==> src/include/dspdec_pkg.sv <==
// Purpose: constants and types for the instruction decoder block
// Assumes: 16-bit instruction words, AXI4-Lite register access
// Notes: opcode patterns are grouped by how many bits they fix
package dspdec_pkg;
	// register map, byte addresses
	localparam int AXI_AW = 8;
	localparam logic [7:0] REG_CTRL = 8'h00;
	localparam logic [7:0] REG_PC = 8'h04;
	localparam logic [7:0] REG_STATUS = 8'h08;
	localparam logic [7:0] REG_FLAGS = 8'h0C;
	localparam logic [7:0] REG_INSTR = 8'h10;
	localparam logic [1:0] RESP_OKAY = 2'h0;
	localparam logic [1:0] RESP_SLVERR = 2'h2;
	localparam int CTRL_RUN_BIT = 0;
	localparam int STAT_IDLE_BIT = 16;
	// control flag bits held by the decoder
	localparam int NUM_FLAGS = 7;
	localparam int FLG_CARRY = 0;
	localparam int FLG_INT_OFF = 1;
	localparam int FLG_TEST = 2;
	localparam int FLG_EXT = 3;
	localparam int FLG_PROG_BLK = 4;
	localparam int FLG_OVF_MODE = 5;
	localparam int FLG_SIGN_EXT = 6;
	// full opcodes
	localparam logic [15:0] OPC_POP_LOW = 16'hBE32;
	localparam logic [15:0] OPC_PUSH_LOW = 16'hBE3C;
	localparam logic [15:0] OPC_ACC_MINUS_PROD = 16'hBE05;
	localparam logic [15:0] OPC_XOR_LONG16 = 16'hBE83;
	// twelve-bit prefixes
	localparam logic [11:0] PFX_SET_BIT = 12'hBE4;
	localparam logic [11:0] PFX_SUB_LONG = 12'hBFA;
	localparam logic [11:0] PFX_XOR_LONG = 12'hBFD;
	// shorter prefixes
	localparam logic [5:0] PFX_COND_RET = 6'h3B;
	localparam logic [3:0] NIB_STORE_ACC = 4'h9;
	// upper bytes
	localparam logic [7:0] UB_POP_MEM = 8'h8A;
	localparam logic [7:0] UB_PUSH_MEM = 8'h76;
	localparam logic [7:0] UB_REPEAT_IMM = 8'hBB;
	localparam logic [7:0] UB_REPEAT_MEM = 8'h0B;
	localparam logic [7:0] UB_AUX_MINUS = 8'h7C;
	localparam logic [7:0] UB_SQUARE = 8'h53;
	localparam logic [7:0] UB_SAVE_STATUS_ZERO = 8'h8E;
	localparam logic [7:0] UB_SAVE_STATUS_ONE = 8'h8F;
	localparam logic [7:0] UB_STORE_LONG = 8'hAE;
	localparam logic [7:0] UB_SUB_HIGH = 8'h65;
	localparam logic [7:0] UB_SUB_SHORT = 8'hBA;
	localparam logic [7:0] UB_SUB_BORROW = 8'h64;
	localparam logic [7:0] UB_SUB_UNSIGNED = 8'h66;
	localparam logic [7:0] UB_SUB_TSHIFT = 8'h67;
	localparam logic [7:0] UB_XOR_DIRECT = 8'h6C;
	localparam logic [7:0] UB_ZERO_LOAD_RND = 8'h68;
	// low nibble of the set-bit group
	localparam logic [3:0] SB_CARRY = 4'hF;
	localparam logic [3:0] SB_INT_OFF = 4'h1;
	localparam logic [3:0] SB_TEST = 4'hB;
	localparam logic [3:0] SB_EXT = 4'hD;
	localparam logic [3:0] SB_PROG_BLK = 4'h5;
	localparam logic [3:0] SB_OVF_MODE = 4'h3;
	localparam logic [3:0] SB_SIGN_EXT = 4'h7;
	// field positions
	localparam int F_IND_BIT = 7;
	localparam int F_OFF_MSB = 6;
	localparam int F_AUX_MSB = 2;
	localparam int F_IMM_MSB = 7;
	localparam int F_HALF_BIT = 11;
	localparam int F_SHF3_MSB = 10;
	localparam int F_SHF3_LSB = 8;
	localparam int F_SHF4_MSB = 3;
	// cycle counts
	localparam logic [2:0] CYC_ONE = 3'h1;
	localparam logic [2:0] CYC_TWO = 3'h2;
	localparam logic [2:0] CYC_RET_TAKEN = 3'h4;
	localparam logic [2:0] CYC_RET_SKIP = 3'h2;

	typedef enum logic [2:0] {
		S_IDLE, S_FETCH, S_OPWAIT, S_CONSTREQ, S_CONSTWAIT, S_EXEC
	} dspdec_state_type;

	typedef enum logic [4:0] {
		OP_NONE, OP_POP_LOW, OP_POP_TO_MEMORY, OP_PUSH_FROM_MEMORY,
		OP_PUSH_LOW, OP_CONDITIONAL_RETURN, OP_ACC_MINUS_PRODUCT,
		OP_REPEAT_IMM, OP_REPEAT_MEM, OP_STORE_ACC_HIGH_SHIFTED,
		OP_STORE_ACC_LOW_SHIFTED, OP_AUX_REG_MINUS_SHORT,
		OP_SET_CONTROL_BIT, OP_SQUARE_THEN_DEDUCT, OP_SAVE_STATUS_ZERO,
		OP_SAVE_STATUS_ONE, OP_STORE_LONG_CONSTANT, OP_SUB_LONG_SHIFTED,
		OP_ACC_MINUS_HIGH, OP_ACC_MINUS_SHORT, OP_ACC_MINUS_WITH_BORROW,
		OP_ACC_MINUS_UNSIGNED_LOW, OP_ACC_MINUS_TSHIFTED, OP_XOR_DIRECT,
		OP_XOR_LONG_SHIFTED, OP_XOR_LONG_SHIFT16,
		OP_CLEAR_LOW_LOAD_HIGH_ROUNDED, OP_UNKNOWN
	} dspdec_op_type;

	typedef struct packed {
		dspdec_op_type kind;
		logic addr_form;
		logic two_word;
		logic [2:0] cycles;
	} dspdec_dec_type;
endpackage

==> src/logic/dspdec_core.sv <==
// Purpose: fetch and decode of the stack-to-zero opcode range
// Assumes: program memory answers a read one clock after the request
// Notes: registers over AXI4-Lite, one outstanding read and write
`timescale 1ns/1ps
module dspdec_core
(
	// clock and reset
	input wire logic CLK_SYS,
	input wire logic RST_B,
	// axi4-lite write channels
	input wire logic AWVALID,
	output logic AWREADY,
	input wire logic [dspdec_pkg::AXI_AW-1:0] AWADDR,
	input wire logic WVALID,
	output logic WREADY,
	input wire logic [31:0] WDATA,
	input wire logic [3:0] WSTRB,
	output logic BVALID,
	input wire logic BREADY,
	output logic [1:0] BRESP,
	// axi4-lite read channels
	input wire logic ARVALID,
	output logic ARREADY,
	input wire logic [dspdec_pkg::AXI_AW-1:0] ARADDR,
	output logic RVALID,
	input wire logic RREADY,
	output logic [31:0] RDATA,
	output logic [1:0] RRESP,
	// program memory
	output logic PM_RD,
	output logic [15:0] PM_ADDR,
	input wire logic [15:0] PM_DATA,
	// datapath condition for returns
	input wire logic COND_TRUE,
	// decoded instruction
	output logic OP_VALID,
	output dspdec_pkg::dspdec_op_type OP_KIND,
	output logic OP_INDIRECT,
	output logic [6:0] OP_OFFSET,
	output logic [2:0] OP_AUX_SEL,
	output logic [7:0] OP_IMM8,
	output logic [3:0] OP_SHIFT,
	output logic [15:0] OP_CONST,
	output logic [2:0] OP_CYCLES,
	// external flag pin
	output logic EXT_FLAG_PIN
);

	typedef struct packed {
		dspdec_pkg::dspdec_state_type state;
		logic run;
		logic [15:0] pc;
		logic [15:0] instr;
		logic [15:0] konst;
		logic op_valid;
		dspdec_pkg::dspdec_op_type kind;
		logic indirect;
		logic [6:0] offset;
		logic [2:0] aux_sel;
		logic [7:0] imm8;
		logic [3:0] shift;
		logic [2:0] cycles;
		logic [2:0] wait_cnt;
		logic [dspdec_pkg::NUM_FLAGS-1:0] flags;
		logic pm_rd;
		logic awready;
		logic wready;
		logic aw_got;
		logic w_got;
		logic [dspdec_pkg::AXI_AW-1:0] waddr;
		logic [31:0] wdata;
		logic [3:0] wstrb;
		logic bvalid;
		logic [1:0] bresp;
		logic arready;
		logic rvalid;
		logic [31:0] rdata;
		logic [1:0] rresp;
	} dspdec_core_type;

	dspdec_core_type st_q;
	dspdec_core_type st_d;

	// flag bits raised by one set-bit low nibble; zero means illegal
	function automatic logic [dspdec_pkg::NUM_FLAGS-1:0] set_mask
	(
		input logic [3:0] nib
	);
		logic [dspdec_pkg::NUM_FLAGS-1:0] m;
		m = '0;
		case (nib)
			dspdec_pkg::SB_CARRY: m[dspdec_pkg::FLG_CARRY] = 1'b1;
			dspdec_pkg::SB_INT_OFF: m[dspdec_pkg::FLG_INT_OFF] = 1'b1;
			dspdec_pkg::SB_TEST: m[dspdec_pkg::FLG_TEST] = 1'b1;
			dspdec_pkg::SB_EXT: m[dspdec_pkg::FLG_EXT] = 1'b1;
			dspdec_pkg::SB_PROG_BLK: m[dspdec_pkg::FLG_PROG_BLK] = 1'b1;
			dspdec_pkg::SB_OVF_MODE: m[dspdec_pkg::FLG_OVF_MODE] = 1'b1;
			dspdec_pkg::SB_SIGN_EXT: m[dspdec_pkg::FLG_SIGN_EXT] = 1'b1;
			default: m = '0;
		endcase
		return m;
	endfunction

	// byte-lane merge of a register write
	function automatic logic [31:0] lane_merge
	(
		input logic [31:0] old_v,
		input logic [31:0] new_v,
		input logic [3:0] strb
	);
		logic [31:0] r;
		r = old_v;
		for (int i = 0; i < 4; i++)
		begin
			if (strb[i])
			begin
				r[i*8 +: 8] = new_v[i*8 +: 8];
			end
		end
		return r;
	endfunction

	// classify one instruction word; cond picks the return's length
	function automatic dspdec_pkg::dspdec_dec_type decode_op
	(
		input logic [15:0] w,
		input logic cond
	);
		dspdec_pkg::dspdec_dec_type r;
		r.kind = dspdec_pkg::OP_UNKNOWN;
		r.addr_form = 1'b0;
		r.two_word = 1'b0;
		r.cycles = dspdec_pkg::CYC_ONE;
		if (w == dspdec_pkg::OPC_POP_LOW)
			r.kind = dspdec_pkg::OP_POP_LOW;
		else if (w == dspdec_pkg::OPC_PUSH_LOW)
			r.kind = dspdec_pkg::OP_PUSH_LOW;
		else if (w == dspdec_pkg::OPC_ACC_MINUS_PROD)
			r.kind = dspdec_pkg::OP_ACC_MINUS_PRODUCT;
		else if (w == dspdec_pkg::OPC_XOR_LONG16)
		begin
			r.kind = dspdec_pkg::OP_XOR_LONG_SHIFT16;
			r.two_word = 1'b1;
			r.cycles = dspdec_pkg::CYC_TWO;
		end
		else if (w[15:4] == dspdec_pkg::PFX_SET_BIT)
		begin
			// unlisted nibbles stay unknown rather than touch a flag
			if (set_mask(w[3:0]) != '0)
				r.kind = dspdec_pkg::OP_SET_CONTROL_BIT;
		end
		else if (w[15:4] == dspdec_pkg::PFX_SUB_LONG)
		begin
			r.kind = dspdec_pkg::OP_SUB_LONG_SHIFTED;
			r.two_word = 1'b1;
			r.cycles = dspdec_pkg::CYC_TWO;
		end
		else if (w[15:4] == dspdec_pkg::PFX_XOR_LONG)
		begin
			r.kind = dspdec_pkg::OP_XOR_LONG_SHIFTED;
			r.two_word = 1'b1;
			r.cycles = dspdec_pkg::CYC_TWO;
		end
		else if (w[15:10] == dspdec_pkg::PFX_COND_RET)
		begin
			r.kind = dspdec_pkg::OP_CONDITIONAL_RETURN;
			r.cycles = cond ? dspdec_pkg::CYC_RET_TAKEN :
				dspdec_pkg::CYC_RET_SKIP;
		end
		else if (w[15:12] == dspdec_pkg::NIB_STORE_ACC)
		begin
			r.kind = w[dspdec_pkg::F_HALF_BIT] ?
				dspdec_pkg::OP_STORE_ACC_HIGH_SHIFTED :
				dspdec_pkg::OP_STORE_ACC_LOW_SHIFTED;
			r.addr_form = 1'b1;
		end
		else
		begin
			r.addr_form = 1'b1;
			case (w[15:8])
				dspdec_pkg::UB_POP_MEM: r.kind = dspdec_pkg::OP_POP_TO_MEMORY;
				dspdec_pkg::UB_PUSH_MEM:
					r.kind = dspdec_pkg::OP_PUSH_FROM_MEMORY;
				dspdec_pkg::UB_REPEAT_MEM: r.kind = dspdec_pkg::OP_REPEAT_MEM;
				dspdec_pkg::UB_SQUARE:
					r.kind = dspdec_pkg::OP_SQUARE_THEN_DEDUCT;
				dspdec_pkg::UB_SAVE_STATUS_ZERO:
					r.kind = dspdec_pkg::OP_SAVE_STATUS_ZERO;
				dspdec_pkg::UB_SAVE_STATUS_ONE:
					r.kind = dspdec_pkg::OP_SAVE_STATUS_ONE;
				dspdec_pkg::UB_SUB_HIGH:
					r.kind = dspdec_pkg::OP_ACC_MINUS_HIGH;
				dspdec_pkg::UB_SUB_BORROW:
					r.kind = dspdec_pkg::OP_ACC_MINUS_WITH_BORROW;
				dspdec_pkg::UB_SUB_UNSIGNED:
					r.kind = dspdec_pkg::OP_ACC_MINUS_UNSIGNED_LOW;
				dspdec_pkg::UB_SUB_TSHIFT:
					r.kind = dspdec_pkg::OP_ACC_MINUS_TSHIFTED;
				dspdec_pkg::UB_XOR_DIRECT: r.kind = dspdec_pkg::OP_XOR_DIRECT;
				dspdec_pkg::UB_ZERO_LOAD_RND:
					r.kind = dspdec_pkg::OP_CLEAR_LOW_LOAD_HIGH_ROUNDED;
				dspdec_pkg::UB_STORE_LONG:
				begin
					r.kind = dspdec_pkg::OP_STORE_LONG_CONSTANT;
					r.two_word = 1'b1;
					r.cycles = dspdec_pkg::CYC_TWO;
				end
				// immediate forms carry no address field
				dspdec_pkg::UB_REPEAT_IMM:
				begin
					r.kind = dspdec_pkg::OP_REPEAT_IMM;
					r.addr_form = 1'b0;
				end
				dspdec_pkg::UB_AUX_MINUS:
				begin
					r.kind = dspdec_pkg::OP_AUX_REG_MINUS_SHORT;
					r.addr_form = 1'b0;
				end
				dspdec_pkg::UB_SUB_SHORT:
				begin
					r.kind = dspdec_pkg::OP_ACC_MINUS_SHORT;
					r.addr_form = 1'b0;
				end
				default: r.addr_form = 1'b0;
			endcase
		end
		return r;
	endfunction

	// next state of the whole block
	always_comb
	begin
		dspdec_pkg::dspdec_dec_type dec;
		logic [dspdec_pkg::NUM_FLAGS-1:0] fset;
		logic [dspdec_pkg::NUM_FLAGS-1:0] fclr;
		logic [31:0] wv;
		logic done;
		logic [2:0] cyc;
		dec = decode_op(PM_DATA, COND_TRUE);
		fset = '0;
		fclr = '0;
		wv = '0;
		done = 1'b0;
		cyc = st_q.cycles;
		st_d = st_q;
		st_d.op_valid = 1'b0;
		st_d.pm_rd = 1'b0;

		// write path: address and data taken in either order
		if (AWVALID && st_q.awready)
		begin
			st_d.aw_got = 1'b1;
			st_d.waddr = AWADDR;
		end
		if (WVALID && st_q.wready)
		begin
			st_d.w_got = 1'b1;
			st_d.wdata = WDATA;
			st_d.wstrb = WSTRB;
		end
		if (st_q.bvalid && BREADY)
			st_d.bvalid = 1'b0;
		if (st_q.aw_got && st_q.w_got && !st_q.bvalid)
		begin
			st_d.aw_got = 1'b0;
			st_d.w_got = 1'b0;
			st_d.bvalid = 1'b1;
			st_d.bresp = dspdec_pkg::RESP_OKAY;
			case (st_q.waddr)
				dspdec_pkg::REG_CTRL:
				begin
					wv = lane_merge({31'h0, st_q.run}, st_q.wdata, st_q.wstrb);
					st_d.run = wv[dspdec_pkg::CTRL_RUN_BIT];
				end
				// pc loads only while stopped, so a fetch never tears
				dspdec_pkg::REG_PC:
				begin
					wv = lane_merge({16'h0, st_q.pc}, st_q.wdata, st_q.wstrb);
					if (st_q.state == dspdec_pkg::S_IDLE)
						st_d.pc = wv[15:0];
				end
				dspdec_pkg::REG_FLAGS:
				begin
					wv = lane_merge('0, st_q.wdata, st_q.wstrb);
					fclr = wv[dspdec_pkg::NUM_FLAGS-1:0];
				end
				dspdec_pkg::REG_STATUS, dspdec_pkg::REG_INSTR: ;
				default: st_d.bresp = dspdec_pkg::RESP_SLVERR;
			endcase
		end
		st_d.awready = !st_d.aw_got && !st_d.bvalid;
		st_d.wready = !st_d.w_got && !st_d.bvalid;

		// read path: one read answered the cycle after its address
		if (st_q.rvalid && RREADY)
			st_d.rvalid = 1'b0;
		if (ARVALID && st_q.arready)
		begin
			st_d.rvalid = 1'b1;
			st_d.rresp = dspdec_pkg::RESP_OKAY;
			st_d.rdata = '0;
			case (ARADDR)
				dspdec_pkg::REG_CTRL: st_d.rdata[dspdec_pkg::CTRL_RUN_BIT] = st_q.run;
				dspdec_pkg::REG_PC: st_d.rdata[15:0] = st_q.pc;
				dspdec_pkg::REG_STATUS:
				begin
					st_d.rdata[4:0] = st_q.kind;
					st_d.rdata[10:8] = st_q.cycles;
					st_d.rdata[dspdec_pkg::STAT_IDLE_BIT] =
						(st_q.state == dspdec_pkg::S_IDLE);
				end
				dspdec_pkg::REG_FLAGS:
					st_d.rdata[dspdec_pkg::NUM_FLAGS-1:0] = st_q.flags;
				dspdec_pkg::REG_INSTR: st_d.rdata = {st_q.konst, st_q.instr};
				default: st_d.rresp = dspdec_pkg::RESP_SLVERR;
			endcase
		end
		st_d.arready = !st_d.rvalid;

		// fetch and decode sequence
		unique case (st_q.state)
			dspdec_pkg::S_IDLE:
			begin
				if (st_q.run)
				begin
					st_d.state = dspdec_pkg::S_FETCH;
					st_d.pm_rd = 1'b1;
				end
			end
			dspdec_pkg::S_FETCH: st_d.state = dspdec_pkg::S_OPWAIT;
			dspdec_pkg::S_OPWAIT:
			begin
				st_d.instr = PM_DATA;
				st_d.kind = dec.kind;
				st_d.cycles = dec.cycles;
				cyc = dec.cycles;
				st_d.indirect = dec.addr_form && PM_DATA[dspdec_pkg::F_IND_BIT];
				st_d.offset = PM_DATA[dspdec_pkg::F_OFF_MSB:0];
				st_d.aux_sel = PM_DATA[dspdec_pkg::F_AUX_MSB:0];
				st_d.imm8 = PM_DATA[dspdec_pkg::F_IMM_MSB:0];
				st_d.shift = '0;
				if (PM_DATA[15:12] == dspdec_pkg::NIB_STORE_ACC)
					st_d.shift = {1'b0, PM_DATA[dspdec_pkg::F_SHF3_MSB:
						dspdec_pkg::F_SHF3_LSB]};
				else if (dec.two_word)
					st_d.shift = PM_DATA[dspdec_pkg::F_SHF4_MSB:0];
				if (dec.kind == dspdec_pkg::OP_SET_CONTROL_BIT)
					fset = set_mask(PM_DATA[3:0]);
				st_d.pc = st_q.pc + 16'h0001;
				if (dec.two_word)
				begin
					st_d.state = dspdec_pkg::S_CONSTREQ;
					st_d.pm_rd = 1'b1;
				end
				else
				begin
					st_d.op_valid = 1'b1;
					done = 1'b1;
				end
			end
			dspdec_pkg::S_CONSTREQ: st_d.state = dspdec_pkg::S_CONSTWAIT;
			dspdec_pkg::S_CONSTWAIT:
			begin
				st_d.konst = PM_DATA;
				st_d.pc = st_q.pc + 16'h0001;
				st_d.op_valid = 1'b1;
				done = 1'b1;
			end
			dspdec_pkg::S_EXEC:
			begin
				if (st_q.wait_cnt == '0)
				begin
					cyc = dspdec_pkg::CYC_ONE;
					done = 1'b1;
				end
				else
					st_d.wait_cnt = 3'(st_q.wait_cnt - 3'h1);
			end
			default: st_d.state = dspdec_pkg::S_IDLE;
		endcase

		// hold extra cycles, then fetch again or stop when run is off
		if (done)
		begin
			if (cyc > dspdec_pkg::CYC_ONE)
			begin
				st_d.state = dspdec_pkg::S_EXEC;
				st_d.wait_cnt = 3'(cyc - 3'h2);
			end
			else if (st_q.run)
			begin
				st_d.state = dspdec_pkg::S_FETCH;
				st_d.pm_rd = 1'b1;
			end
			else
				st_d.state = dspdec_pkg::S_IDLE;
		end

		// a set from decode wins over a software clear
		st_d.flags = (st_q.flags & ~fclr) | fset;
	end

	// state register; all fields start at zero
	always_ff @(posedge CLK_SYS or negedge RST_B)
	begin
		if (!RST_B)
			st_q <= '0;
		else
			st_q <= st_d;
	end

	// outputs straight from the state register
	assign AWREADY = st_q.awready;
	assign WREADY = st_q.wready;
	assign BVALID = st_q.bvalid;
	assign BRESP = st_q.bresp;
	assign ARREADY = st_q.arready;
	assign RVALID = st_q.rvalid;
	assign RDATA = st_q.rdata;
	assign RRESP = st_q.rresp;
	assign PM_RD = st_q.pm_rd;
	assign PM_ADDR = st_q.pc;
	assign OP_VALID = st_q.op_valid;
	assign OP_KIND = st_q.kind;
	assign OP_INDIRECT = st_q.indirect;
	assign OP_OFFSET = st_q.offset;
	assign OP_AUX_SEL = st_q.aux_sel;
	assign OP_IMM8 = st_q.imm8;
	assign OP_SHIFT = st_q.shift;
	assign OP_CONST = st_q.konst;
	assign OP_CYCLES = st_q.cycles;
	assign EXT_FLAG_PIN = st_q.flags[dspdec_pkg::FLG_EXT];

	logic at_dec;
	assign at_dec = (st_q.state == dspdec_pkg::S_OPWAIT);
endmodule

==> config.mk <==
export PLATFORM = sky130hd
export DESIGN_NAME = dspdec_core
export DESIGN_NICKNAME = d
export VERILOG_FILES = /design/src/include/dspdec_pkg.sv /design/src/logic/dspdec_core.sv
export SDC_FILE = /design/constraint.sdc
export NUM_CORES = 1
export LEC_CHECK = 0
export BUFFER_PORTS_ARGS = -buffer_cell sky130_fd_sc_hd__buf_2
export CAP_MARGIN = 10
export CORE_ASPECT_RATIO = 1.25
export CORE_UTILIZATION = 55
export CTS_BUF_LIST = sky130_fd_sc_hd__clkbuf_8 sky130_fd_sc_hd__clkbuf_16
export DETAILED_ROUTE_END_ITERATION = 12
export PLACE_DENSITY = 0.79
export SETUP_SLACK_MARGIN = 0.02
export SLEW_MARGIN = 20
export SYNTH_ARGS = -nofsm -noshare
export SYNTH_HDL_FRONTEND = slang
export SYNTH_SLANG_ARGS = --single-unit
==> constraint.sdc <==
create_clock -name CLK_SYS -period 2.9 [get_ports CLK_SYS]
set_input_delay 0.29 -clock CLK_SYS [delete_from_list [all_inputs] [get_ports CLK_SYS]]
set_output_delay 0.29 -clock CLK_SYS [all_outputs]
set_load 0.05 [all_outputs]
==> flow_summary_export.csv <==
group,metric,value,unit
run_status,status,"completed",
timing,tightest_slew,800.6,ps
timing,rsz0062_at_grt,"false",
timing,skew,6.451,ps
floorplan,core,13870,um2
clock_network,clockRootBuffer,"clkbuf_16",
logic_synthesis,synth.yosys.seq_area_share,0.4580,
drt,drtIter0Drc,563,
finish,finalNetCount,992,
logic_synthesis,ys_seq_elements,144,
clock_network,clkTransAtPathRegs,60,ps
floorplan,die_area,14790,um2
logic_synthesis,synthTopCellsByArea,"dfrtp_1 46%, buf_4 9.4%, nand2_1 5.9%",
worst_setup_path,required,3220,ps
clock_network,cts_max_path_buffers,2,
logic_synthesis,synth_ff_type,"dfrtp_1",
worst_setup_path,cp-end-kind,"flip-flop",
worst_setup_path,slowest_delay,480,ps
timing,fmax,0.3882,GHz
logic_synthesis,synth_area_per_cell,9.400,um2
global_routing,grt_pass1_wl,32.60,mm
drt,vias,6469,
drt,wire_per_inst,18.95,um
drt,routed_via_density,5.881,
logic_synthesis,ys_warn_count,0,
timing,period_share,0.8884,
timing,setup_viol,0,
global_routing,grt_max_degree,85,
timing,holdWs,52.83,ps
clock_network,clkLatencyLatePin,430,ps
pwr,pwr_density_cell,884.7,nW/um2
placement,place_worst_setup_slack,42.14,ps
timing,fin_crit,2576,ps
drt,drc,0,
worst_setup_path,path_common_cell,"nand2_1",
worst_setup_path,crit_path_top_delay_cell,"dfrtp_1",
global_routing,grt-ovfl-total,0,
pwr,ir_drop,0.6565,mV
finish,area_growth_syn_to_layout,13.18,%
finish,fillers,1135,
placement,hpwl,15.27,mm
timing,slew_viol_final,0,
worst_hold_path,hold_path_depth,2,
worst_setup_path,path_cells,"nor2_1 -> nand2_1 -> a31oi_1 -> nand2_1 -> nor2_1 -> a31oi_1 -> ha_1 -> buf_4 -> o22ai_1 -> nand2_1 -> o21ai_0 -> o2bb2ai_1",
timing,setup_ws,323.8,ps
worst_setup_path,arrival,2890,ps
global_routing,antenna_found_initial,3,
logic_synthesis,synth.distinct_cells,75,
global_routing,grt_usage,0.2940,
worst_setup_path,cp_max_fo,12,
worst_hold_path,hold_class,"input pin to flip-flop",
pwr,p_leak,4.284,nW
worst_setup_path,startpoint_type,"flip-flop",
floorplan,die_h,135.7,um
floorplan,die_w,109.0,um
clock_network,tritoncts,"yes",
logic_synthesis,synth_top_area_share,0.4580,
run,drv_cap,0,
logic_synthesis,async_flop_share,1.000,
logic_synthesis,syn_inst,837,
floorplan,rows,48,
worst_setup_path,critical_path_class,"flip-flop to flip-flop",
placement,globalplace.congestion,0.9647,
clock_network,ctsResizeCount,0,
placement,io_buffers,162,
finish,multi_input_area,3269,um2
clock_network,h-tree-depth,4,
clock_network,numCtsBuffers,17,
logic_synthesis,syn-cell-area,7868,um2
timing,slew_headroom,0.4663,
drt,ant_nets,0,
logic_synthesis,synth_edf_count,0,
worst_setup_path,rrSetupSlack,320,ps
worst_setup_path,startpoint,"st_q[179]",
drt,drt_wl_total,20.84,mm
floorplan,initial_utilization,0.5671,
timing,setup_tns,0,ps
worst_setup_path,rr_endpoint,"st_q[95]",
logic_synthesis,yosysTopAreaCell,"dfrtp_1",
drt,drt-pass1-iter-count,6,
worst_hold_path,min_to,"BVALID",
logic_synthesis,yosysMostFrequentCell,"dfrtp_1",
clock_network,cts_sinks,144,
timing,hold_viol_final,0,
global_routing,grt_pass1_vias,6084,
finish,drive_gt1_frac,0.3023,
worst_setup_path,reg2regPathDepth,12,
worst_hold_path,min_from,"BREADY",
worst_setup_path,reg2reg_from,"st_q[179]",
floorplan,io_pins,183,
finish,register_area,3603,um2
logic_synthesis,synth.top_cells.by_count,"144 x dfrtp_1, 123 x nand2_1, 98 x buf_4, 53 x nor2_1, 52 x o21ai_0",
==> critical path: cells and delay by family, from the launching register on <==
family | cells | cell delay (ps)
fa+ha+maj | 1 | 220
compound gates | 5 | 810
simple gates | 5 | 810
flops | 1 | 480
buf+inv | 1 | 150
==> per-layer routing <==
metal	up-vias	GRT usage	routed length (um)
met5	-	0	13
met4	2	0.1486	778
met3	60	0.07119	1453
met2	316	0.4626	10160
met1	3064	0.3749	8442
li1	3027	-	-
==> what timing repair did <==
item / 4_1_cts / 5_1_grt
endpoints found under the hold margin: 83 / 0
buffers inserted: 0 / 0
hold buffers: 1 / 0
==> metrics by stage <==
step	power [mW]	util	cells	cell area, um2
floorplan	5.231	-	838	7871
global placement	5.563	0.5964	1066	8274
detailed placement	5.617	0.5964	1066	8274
CTS	7.897	0.6415	1098	8900
global route	8.228	0.6417	1099	8902
finish	7.878	0.6419	1100	8905
==> sequential cells by signal (all words and copies together) (netlist names) <==
name,count
ARREADY,1
AWREADY,1
BRESP,1
BVALID,1
EXT_FLAG_PIN,1
OP_CONST,16
OP_CYCLES,3
OP_INDIRECT,1
OP_KIND,5
OP_SHIFT,4
OP_VALID,1
PM_ADDR,16
PM_RD,1
RDATA,32
RRESP,1
RVALID,1
WREADY,1
st_q,57
==> cell usage in the layout, fill, tap and decap left out, types with 4 or more instances in the layout <==
cell type and n:
a21o_1 9, a21oi_1 19, a221o_1 5, a221oi_1 12, a222oi_1 9, a31oi_1 11, and2_1 4, and3_1 10
buf_2 161, buf_4 35, clkbuf_16 17, clkbuf_8 4, dfrtp_1 144, ha_1 5, inv_1 23, mux2_2 38
nand2_1 123, nand2b_1 9, nand3_1 32, nand3b_1 9, nand4_1 4, nor2_1 53, nor2b_1 8, nor3_1 14
nor3b_1 5, o21ai_0 52, o22ai_1 7, o31ai_1 7, o41ai_1 4
==> worst max path at each step <==
stage	end	slack (ps)	depth (start not counted)
4_1_cts	st_q[95]	370	12
6_report	st_q[95]	320	12
3_5_place_dp	st_q[95]	40	12
3_3_place_gp	st_q[95]	120	12
2_1_floorplan	st_q[96]	260	9
5_1_grt	st_q[95]	90	12
==> power by group <==
| group | switching (mW) | total (mW) | internal (mW) | leakage [nW] |
|---|---|---|---|---|
| clock | 0.840 | 2.27 | 1.43 | 0.298 |
| combinational | 1.86 | 2.57 | 0.703 | 2.23 |
| sequential | 0.509 | 3.04 | 2.53 | 1.76 |
==> kinds of logic after synthesis <==
family,count (synthesis),synth area share
buffers and inverters,167,0.1277
and+or+nand+nor,306,0.1937
other,1,0.0004766
xor gates and xnor gates,3,0.003340
DFF,144,0.4580
adders and majority gates,5,0.007952
muxes,40,0.05693
AOI/OAI and AO/OA,171,0.1519
==> final cells by class <==
cell class,instances,share of cell area
Timing Repair Buffer,199,0.1246
Sequential cell,144,0.4047
Multi-Input combinational cell,527,0.3671
Clock inverter,10,0.01517
Tap cell,175,0.02459
Inverter,22,0.009274
Antenna cell,2,0.0005620
Clock buffer,21,0.05396
Power figures use the tool's default switching activity.
